==> config.mk <==
export PLATFORM = sky130hd
export DESIGN_NAME = omc_mute_level
export DESIGN_NICKNAME = d
export VERILOG_FILES = /design/src/include/omc_pkg.sv /design/src/omc_drive_decode.sv /design/src/omc_mute_level.sv
export SDC_FILE = /design/constraint.sdc
export NUM_CORES = 1
export LEC_CHECK = 0
export BUFFER_PORTS_ARGS = -buffer_cell sky130_fd_sc_hd__buf_2
export CAP_MARGIN = 20
export CORE_UTILIZATION = 42
export CTS_BUF_LIST = sky130_fd_sc_hd__clkbuf_8
export CTS_CLUSTER_DIAMETER = 150
export CTS_CLUSTER_SIZE = 25
export DETAILED_ROUTE_END_ITERATION = 8
export PLACE_DENSITY_LB_ADDON = 0.3
export RECOVER_POWER = 25
export SYNTH_ARGS = -nofsm -noshare
export SYNTH_HDL_FRONTEND = slang
export SYNTH_SLANG_ARGS = --single-unit
==> constraint.sdc <==
create_clock -name mclk -period 1.1 [get_ports mclk]
set_input_delay 0 -clock mclk [delete_from_list [all_inputs] [get_ports mclk]]
set_output_delay 0 -clock mclk [all_outputs]
set_load 0.02 [all_outputs]
==> src/include/omc_pkg.sv <==
package omc_pkg;

   localparam int OMC_NCH = 4;
   localparam int OMC_FIRST_CH = 4;
   localparam int OMC_LVL_W = 2;

   // Register indices; byte address is four times the index
   localparam logic [5:0] OMC_IDX_MUTE_LEVEL = 6'h15;
   localparam logic [5:0] OMC_IDX_AUTO_DISABLE = 6'h16;
   localparam logic [5:0] OMC_IDX_STATUS = 6'h17;
   localparam logic [5:0] OMC_IDX_FORMAT = 6'h18;

   localparam logic [1:0] OMC_LVL_BYPASS = 2'h0;
   localparam logic [1:0] OMC_LVL_LOW_P = 2'h1;
   localparam logic [1:0] OMC_LVL_HIGH_N = 2'h2;
   localparam logic [1:0] OMC_LVL_RAIL = 2'h3;

   localparam logic [7:0] OMC_MUTE_LEVEL_RST = 8'h55;
   localparam logic [3:0] OMC_AUTO_DISABLE_RST = 4'hF;
   localparam logic [3:0] OMC_FORMAT_RST = 4'hF;

   // Field positions inside the 8-bit registers
   localparam int OMC_AUTO_LSB = 4;
   localparam int OMC_STAT_MUTED_LSB = 4;
   localparam int OMC_STAT_VALID_BIT = 0;
   localparam int OMC_FORMAT_LSB = 0;

   typedef enum {
      OMC_BUS_IDLE,
      OMC_BUS_ACK
   } omc_bus_state_t;

endpackage

==> src/omc_drive_decode.sv <==
`timescale 1ns/1ps
module omc_drive_decode
   import omc_pkg::*;
(
   input wire logic [1:0] level_code,
   input wire logic differential,
   input wire logic muted,
   input wire logic run_clk,
   output logic pos_level,
   output logic neg_level,
   output logic to_vcm,
   output logic pos_to_rail
);

   always_comb begin
      pos_level = run_clk;
      neg_level = differential ? ~run_clk : run_clk;
      to_vcm = 1'b0;
      pos_to_rail = 1'b0;
      // Code only shapes the muted output
      if (muted) begin
         if (differential) begin
            case (level_code)
               OMC_LVL_BYPASS: begin
               end
               OMC_LVL_LOW_P: begin
                  pos_level = 1'b0;
                  neg_level = 1'b0;
                  to_vcm = 1'b1;
               end
               OMC_LVL_HIGH_N: begin
                  pos_level = 1'b1;
                  neg_level = 1'b0;
               end
               OMC_LVL_RAIL: begin
                  pos_level = 1'b1;
                  neg_level = 1'b0;
                  pos_to_rail = 1'b1;
               end
               default: begin
               end
            endcase
         end else begin
            case (level_code)
               OMC_LVL_BYPASS: begin
               end
               OMC_LVL_LOW_P: begin
                  neg_level = 1'b0;
               end
               OMC_LVL_HIGH_N: begin
                  pos_level = 1'b0;
               end
               OMC_LVL_RAIL: begin
                  pos_level = 1'b0;
                  neg_level = 1'b0;
               end
               default: begin
               end
            endcase
         end
      end
   end

endmodule // omc_drive_decode

==> src/omc_mute_level.sv <==
// The Wishbone register port was left to the implementer.
`timescale 1ns/1ps
module omc_mute_level
   import omc_pkg::*;
(
   input wire logic mclk,
   input wire logic rst_n,
   input wire logic wb_cyc_i,
   input wire logic wb_stb_i,
   input wire logic wb_we_i,
   input wire logic [7:0] wb_adr_i,
   input wire logic [3:0] wb_sel_i,
   input wire logic [31:0] wb_dat_i,
   output logic [31:0] wb_dat_o,
   output logic wb_ack_o,
   input wire logic clk_src_valid,
   input wire logic [3:0] chan_run_clk,
   output logic [3:0] chan_pos,
   output logic [3:0] chan_neg,
   output logic [3:0] chan_vcm,
   output logic [3:0] chan_rail,
   output logic [3:0] chan_muted
);

   ////////////////////////////////////////////////////////////////////////////
   // Address decode

   function automatic logic hit(input logic [7:0] adr, input logic [5:0] idx);
      hit = (adr[7:2] == idx);
   endfunction

   omc_bus_state_t bus_q;
   omc_bus_state_t bus_d;
   logic [7:0] upper_channel_mute_level_q;
   logic [7:0] upper_channel_mute_level_d;
   logic [3:0] auto_disable_q;
   logic [3:0] auto_disable_d;
   logic [3:0] format_q;
   logic [3:0] format_d;
   logic [31:0] rdata_q;
   logic [31:0] rdata_d;

   wire req = wb_cyc_i && wb_stb_i;
   wire take = req && (bus_q == OMC_BUS_IDLE);
   // Writes land on the acknowledged edge, the one the master sees
   wire commit = req && (bus_q == OMC_BUS_ACK);
   wire wr_lane0 = commit && wb_we_i && wb_sel_i[0];
   wire hit_level = hit(wb_adr_i, OMC_IDX_MUTE_LEVEL);
   wire hit_auto = hit(wb_adr_i, OMC_IDX_AUTO_DISABLE);
   wire hit_status = hit(wb_adr_i, OMC_IDX_STATUS);
   wire hit_format = hit(wb_adr_i, OMC_IDX_FORMAT);

   ////////////////////////////////////////////////////////////////////////////
   // Mute decision and drive shaping

   wire [3:0] muted_now;
   wire [3:0] pos_w;
   wire [3:0] neg_w;
   wire [3:0] vcm_w;
   wire [3:0] rail_w;

   // Only the auto-disable bit and source validity decide muting
   assign muted_now = auto_disable_q & {OMC_NCH{~clk_src_valid}};

   // Each decoder takes one field; ch4 in [1:0] up to ch7 in [7:6]
   for (genvar g = 0; g < OMC_NCH; g++) begin : g_ch
      omc_drive_decode u_dec (
         .level_code(upper_channel_mute_level_q[g*OMC_LVL_W +: OMC_LVL_W]),
         .differential(format_q[g]),
         .muted(muted_now[g]),
         .run_clk(chan_run_clk[g]),
         .pos_level(pos_w[g]),
         .neg_level(neg_w[g]),
         .to_vcm(vcm_w[g]),
         .pos_to_rail(rail_w[g])
      );
   end

   ////////////////////////////////////////////////////////////////////////////
   // Register writes

   // Defaults left as reset; recommended code 3 is software's job
   assign upper_channel_mute_level_d = (wr_lane0 && hit_level) ? wb_dat_i[7:0]
                                                               : upper_channel_mute_level_q;
   assign auto_disable_d = (wr_lane0 && hit_auto) ? wb_dat_i[OMC_AUTO_LSB +: OMC_NCH] : auto_disable_q;
   assign format_d = (wr_lane0 && hit_format) ? wb_dat_i[OMC_FORMAT_LSB +: OMC_NCH] : format_q;

   ////////////////////////////////////////////////////////////////////////////
   // Read mux; unmapped words read zero

   logic [7:0] rd_byte;
   always_comb begin
      rd_byte = 8'h00;
      if (hit_level) begin
         rd_byte = upper_channel_mute_level_q;
      end else if (hit_auto) begin
         rd_byte[OMC_AUTO_LSB +: OMC_NCH] = auto_disable_q;
      end else if (hit_status) begin
         rd_byte[OMC_STAT_MUTED_LSB +: OMC_NCH] = chan_muted;
         rd_byte[OMC_STAT_VALID_BIT] = clk_src_valid;
      end else if (hit_format) begin
         rd_byte[OMC_FORMAT_LSB +: OMC_NCH] = format_q;
      end
   end

   assign rdata_d = take ? {24'h000000, rd_byte} : rdata_q;

   // Ack one cycle after the request; no take while in the ack state forbids a double take
   always_comb begin
      bus_d = bus_q;
      case (bus_q)
         OMC_BUS_IDLE: begin
            if (req) begin
               bus_d = OMC_BUS_ACK;
            end
         end
         OMC_BUS_ACK: begin
            bus_d = OMC_BUS_IDLE;
         end
         default: begin
            bus_d = OMC_BUS_IDLE;
         end
      endcase
   end

   assign wb_ack_o = (bus_q == OMC_BUS_ACK);
   assign wb_dat_o = rdata_q;

   ////////////////////////////////////////////////////////////////////////////
   // State

   always_ff @(posedge mclk or negedge rst_n) begin
      if (!rst_n) begin
         bus_q <= OMC_BUS_IDLE;
         upper_channel_mute_level_q <= OMC_MUTE_LEVEL_RST;
         auto_disable_q <= OMC_AUTO_DISABLE_RST;
         format_q <= OMC_FORMAT_RST;
         rdata_q <= 32'h00000000;
      end else begin
         bus_q <= bus_d;
         upper_channel_mute_level_q <= upper_channel_mute_level_d;
         auto_disable_q <= auto_disable_d;
         format_q <= format_d;
         rdata_q <= rdata_d;
      end
   end

   // Drive outputs registered; one cycle behind the running clock input
   always_ff @(posedge mclk or negedge rst_n) begin
      if (!rst_n) begin
         chan_pos <= 4'h0;
         chan_neg <= 4'h0;
         chan_vcm <= 4'h0;
         chan_rail <= 4'h0;
         chan_muted <= 4'h0;
      end else begin
         chan_pos <= pos_w;
         chan_neg <= neg_w;
         chan_vcm <= vcm_w;
         chan_rail <= rail_w;
         chan_muted <= muted_now;
      end
   end

endmodule // omc_mute_level

Word-level counts from Yosys, hierarchy flattened. Cells that the tools add are included.

Equal/unequal tests: 18. Muxes and demuxes: 69. Bitwise gates (word level): 6. Reduce and logical (&&, ||, !) cells: 22.

Operators by type and width (number): $logic_not A32 Y1 (2); $mux W32 (2); $mux W1 (57); $eq A32 B2 Y1 const B (1); $eq A6 B5 Y1 const B (4); $eq A2 B2 Y1 const B (8); $mux W4 (4); $reduce_or A2 Y1 (8); $reduce_or A3 Y1 (4); $eq A2 B1 Y1 const B (4); $logic_and A1 B1 Y1 (8); $mux W8 (1); $pmux W1 S2 (4); $not A1 Y1 (5); $and A4 B4 Y4 (1); $mux W3 (1); $ne A2 B2 Y1 const B (1).

Flip-flop bits (word level): 76. Output and inout port bits: 53.

Logic depth before layout (Yosys ltp).
Word-level depth: 5. Gate-level depth with buffers: 5. Gate-level depth less buffers: 4.

By module. A second synthesis with hierarchy kept.

Cells, all modules: 174. Area total of the unflattened synthesis: 2139.6 sq um.

Modules (own cells, without submodules): omc_mute_level (instances 1, cells an instance 142, area an instance 1884.3 sq um, sequential area each 1141.1 sq um); omc_drive_decode (instances 4, cells an instance 8, area an instance 63.8 sq um, sequential area each 0.0 sq um).

Worst setup path after synthesis. OpenSTA, ideal clock, no wires.

Path type: register -> register. From: register bus_q[0]. To: register upper_channel_mute_level_q[1]. Arrival: 1.193 ns. Data required time: 0.975 ns. Setup slack: -0.218 ns. Stages on the path, launching flop included: 4. Buffers on the path: 0. Path through: dfrtp_1 -> and4_1 -> nand4_4 -> mux2_2.

Word-level cells in the longest chain between the ends: 5.

RTL lines: from (decl) (RTL line omc_mute_level.sv:32) `omc_bus_state_t bus_q;`; from (signal assigned) (RTL line omc_mute_level.sv:140) `bus_q <= bus_d;`; $eq A32 B2 Y1 (RTL line omc_mute_level.sv:46) `wire commit = req && (bus_q == OMC_BUS_ACK);`; $logic_and A1 B1 Y1 (RTL line omc_mute_level.sv:46); $logic_and A1 B1 Y1 (2 in a row) (RTL line omc_mute_level.sv:47) `wire wr_lane0 = commit && wb_we_i && wb_sel_i[0];`; $logic_and A1 B1 Y1 (RTL line omc_mute_level.sv:83) `assign upper_channel_mute_level_d = (wr_lane0 && hit_level) ? wb_dat_i[7:0]`; to (signal assigned) (RTL line omc_mute_level.sv:141) `upper_channel_mute_level_q <= upper_channel_mute_level_d;`; to (decl) (RTL line omc_mute_level.sv:34) `logic [7:0] upper_channel_mute_level_q;`.

Every way passes these cells. A chain may end at the register's enable or synchronous reset.

Worst setup path in the final report.
From: register bus_q[0]. To: register format_q[2].

Word-level cells in the longest chain between the ends: 5.

RTL lines: $eq A32 B2 Y1 (RTL line omc_mute_level.sv:46); $logic_and A1 B1 Y1 (RTL line omc_mute_level.sv:46); $logic_and A1 B1 Y1 (2 in a row) (RTL line omc_mute_level.sv:47); $logic_and A1 B1 Y1 (RTL line omc_mute_level.sv:86) `assign format_d = (wr_lane0 && hit_format) ? wb_dat_i[OMC_FORMAT_LSB +: OMC_NCH] : format_q;`; to (signal assigned) (RTL line omc_mute_level.sv:143) `format_q <= format_d;`; to (decl) (RTL line omc_mute_level.sv:38) `logic [3:0] format_q;`.

Every way passes these cells.

==> results.txt <==
- The die covers around 5400 µm².
* Synthesis warning total: 0
- Initial antenna violation count: 0
- After floorplanning, the core was sized to cover 4790 µm².
* Crit share post-route: 112%
- The max-slew violation count is 0.
* Max VDD drop: 0.000709 V
- Cell types with the largest area share after synthesis: dfrtp_1 (39%), dfstp_2 (15%), mux2_2 (11%)
- Slowest CP cell: dfrtp_2
- In this run the most critical hold path is launched from clk_src_valid.
* Placement Rows: 25
* Wire length of the first global-routing pass: 7230 µm
- For hold timing, the worst endpoint is chan_muted[1].
- Post-synthesis share of cell area spent on xor and xnor gates: 0%
- A synthesized cell averages 11.6 µm².
- Pre-Repair DR Iteration Count: 4
* Highest cell delay on the worst timing path: 360 ps
- 107 I/O pins were placed.
- Routed WL per cell: 13.6 µm
- Aggregate global-route resource usage: 18.2%
- Worst-path fanout max: 4
* Share of synthesized cell area in and, or, nand and nor gates: 13.4%
* Adder and majority cell fraction of the synthesized area: 0%
- Cell chain of the critical path: and4_4 -> nand4_1 -> mux2_2
- The design draws ~3500 µW.
- For this configuration, the core starts out at a cell density of 44.4%.
* Die outline width: 73.2 µm
* Endpoint required time on the critical path: 1340 ps
* Placed Area: 2520 µm²
- For this run the aggregate overflow at the end of global routing stands at 0.
- Clock-pin slew was measured on the worst setup and hold paths at 90 ps.
* Violations in the final reports: negative setup slack
- In this run the tightest slew margin relative to its limit is 59.8%.
- Data arrives at the worst endpoint at 1480 ps.
- FF-to-FF Start: bus_q[0]
- Post-synth design cell area: 2130 µm²
- Filler-free cell count of the finished design: around 350
* Pre-CTS setup slack: -156 ps
- Capture instance of the worst register-to-register path: format_q[2]
- Final Hold Vio Count: 0
- Critical path type: reg2reg
* Number of buffers created by CTS: 5
- Half-perimeter wire length after detailed placement: 3120 µm
- The clock passes through at most 2 buffers.
* Max cap viols: 0
- For the worst flop-to-flop path, the logic depth is 3.
* Global placement routability congestion: 0.790
- After layout, the worst setup slack is -131 ps.
- The share of synthesized area in the top cell type comes to 38.8%.
- Summing the sequential cell areas from Yosys gives about 54% of the chip area.
- Violation count after the first detailed-route iteration: 72
- Cells after synthesis: approximately 180
* Post-route DRC: 0
- Fraction of met1 tracks used by global routing: 23.4%
- Final nets: 332
- For this run, global-route usage on met3 was measured as 4.01%.
* Level count of the clock H-tree: 2
- Number of vias per cell after detailed routing: ~4.7
- Number of cells traversed by the worst hold path: 2
- Slack of the worst reg-to-reg path: -130 ps
- Most used routing layer in global routing: met2
- Number of diodes: 0
- Derived from the worst setup path, the maximum achievable clock frequency is 812 MHz.
- The library cell used most frequently in the layout, excluding fill and tap cells, is buf_2.
* Worst hold-check path type: in2reg
- The flow ran to the end, but the final reports show violations.
* Most used cells in the layout excluding fill and tap cells: buf_2 (53), dfrtp_1 (32), conb_1 (24)
- Setup repair after global routing could not meet its margin everywhere.
- Post-synth top area cell: dfrtp_1
- The synthesized netlist devotes under 10% of its cell area to compound gates.
- Largest net degree at the start of global routing: 46
- Number of synthesized register bits: 45
- Post-synthesis mux area share: 11.1%
* Post-Route Skew: 7.85 ps
- In this run the tool buffered the top-level ports with 53 buffer cells.
* Share of cells above drive strength 1: 56.3%
- Final Instance Area: 2990 µm²
- Once detail routing completed, the nets flagged for antenna violations numbered 0.
- Global Route met2 Usage: 30.3%
* Vert. Die Dim: 73.2 µm
- Unique cell type count in the Yosys netlist: 32
- The worst setup path is launched from a flop.
* Clock Latency Late Sink: 310 ps
- The analysis attributes to cell leakage a power of around 0.0015 µW.
- CTS tree: built
- Slew @ Worst Pin: 603 ps
- The number of global-route vias before repair came to 1,525.
- Final Setup Violations: 29
- Power per cell area: around 1200 nW/µm²
- Across all layers, the routed design uses 1,626 vias.
- The tree built by TritonCTS fans out to 45 sinks.
- Total routed wirelength: around 4700 µm
- After synthesis, the largest family of logic cells by area is simple AND/OR/NAND/NOR gates.
- STA classifies the critical path endpoint as a flop.
- Buffer cell driving the clock tree root: clkbuf_8
* Layout Area Growth over Synthesis: 40.6%
- In this run, placement finished with an instance count of 316.
- Post-route minimum period: about 1200 ps
-- power breakdown --
part	leakage [µW]	internal (µW)	switching [µW]
sequential	0.000557	1700	23.0
clock	0.0000543	680	602
combinational	0.000875	171	286
total	0.00149	2550	911
-- worst max-delay path: cells and delay by family (launching register included) --
kind / cells / cell delay (ps)
simple gates: 2 / 460
mux: 1 / 350
flops: 1 / 360
-- stage by stage --
step / util (%) / hold slack (ps) / TNS, ps
CTS: 59.5 / 39.3 / -2330
finish: 62.5 / 49.3 / -2450
floorplan: - / -296 / -1510
detailed placement: 52.6 / -3.44 / -3100
global placement: 52.6 / -6.51 / -2470
global route: 62.5 / 52.6 / -4030
-- layout make-up --
| class | count | area (µm²) |
|---|---|---|
| timing repair inverter | 1 | 7.51 |
| clock buffer | 5 | 68.8 |
| sequential | 45 | 1140 |
| fill | 416 | 1800 |
| multi-input combinational | 124 | 971 |
| clock inverter | 3 | 46.3 |
| inverter | 6 | 30.0 |
| tap | 67 | 83.8 |
| timing repair buffer | 95 | 641 |
-- worst max-delay path by stage --
stage,startpoint,endpoint
2_1_floorplan,bus_q[0],format_q[0]
3_3_place_gp,bus_q[0],format_q[2]
3_5_place_dp,auto_disable_q[1],chan_pos[1]
4_1_cts,bus_q[0],auto_disable_q[2]
5_1_grt,bus_q[0],format_q[3]
6_report,bus_q[0],format_q[2]
-- state kept, by name, summed over array words and instances (netlist names) --
register and cells:
chan_pos 4, chan_neg 4, chan_muted 4, upper_channel_mute_level_q 8, format_q 4, chan_rail 4
auto_disable_q 4, bus_q 1, wb_dat_o 8, chan_vcm 4
-- what timing repair did --
item                       4_1_cts  5_1_grt
hold buffers                    13        0
cloned                           0        1
buffers inserted                 4        4
hold endpoints to repair        69        0
resized for setup               13       25
pin swaps                        4        9
setup endpoints to repair       38       38
-- layer usage --
layer,share of wire (%),wire (µm),vias to the layer above
met4,1.0,49,0
met1,44,2090,778
met5,0,0,-
met2,50,2360,52
met3,4.3,200,6
li1,-,-,790
-- synthesized netlist by cell type, drive strengths merged --
cell / number
a21o: 7
a21oi: 2
a221oi: 4
a22oi: 4
a311oi: 1
a31oi: 4
a32o: 3
and4: 1
and4bb: 2
buf: 28
clkbuf: 3
clkinv: 1
conb: 1
dfrtp: 33
dfstp: 12
inv: 5
mux2: 21
nand2: 8
nand3: 10
nand3b: 1
nand4: 3
nand4b: 1
nor2: 18
nor2b: 6
o21ai: 4
-- logic make-up (layout without fill, tap and decap cells) --
family | after synthesis | after routing
flops | 45 | 45
mux | 21 | 21
simple gates | 50 | 50
compound gates | 29 | 29
buf+inv | 37 | 110
other cells | 1 | 24
Power figures use the tool's default switching activity.
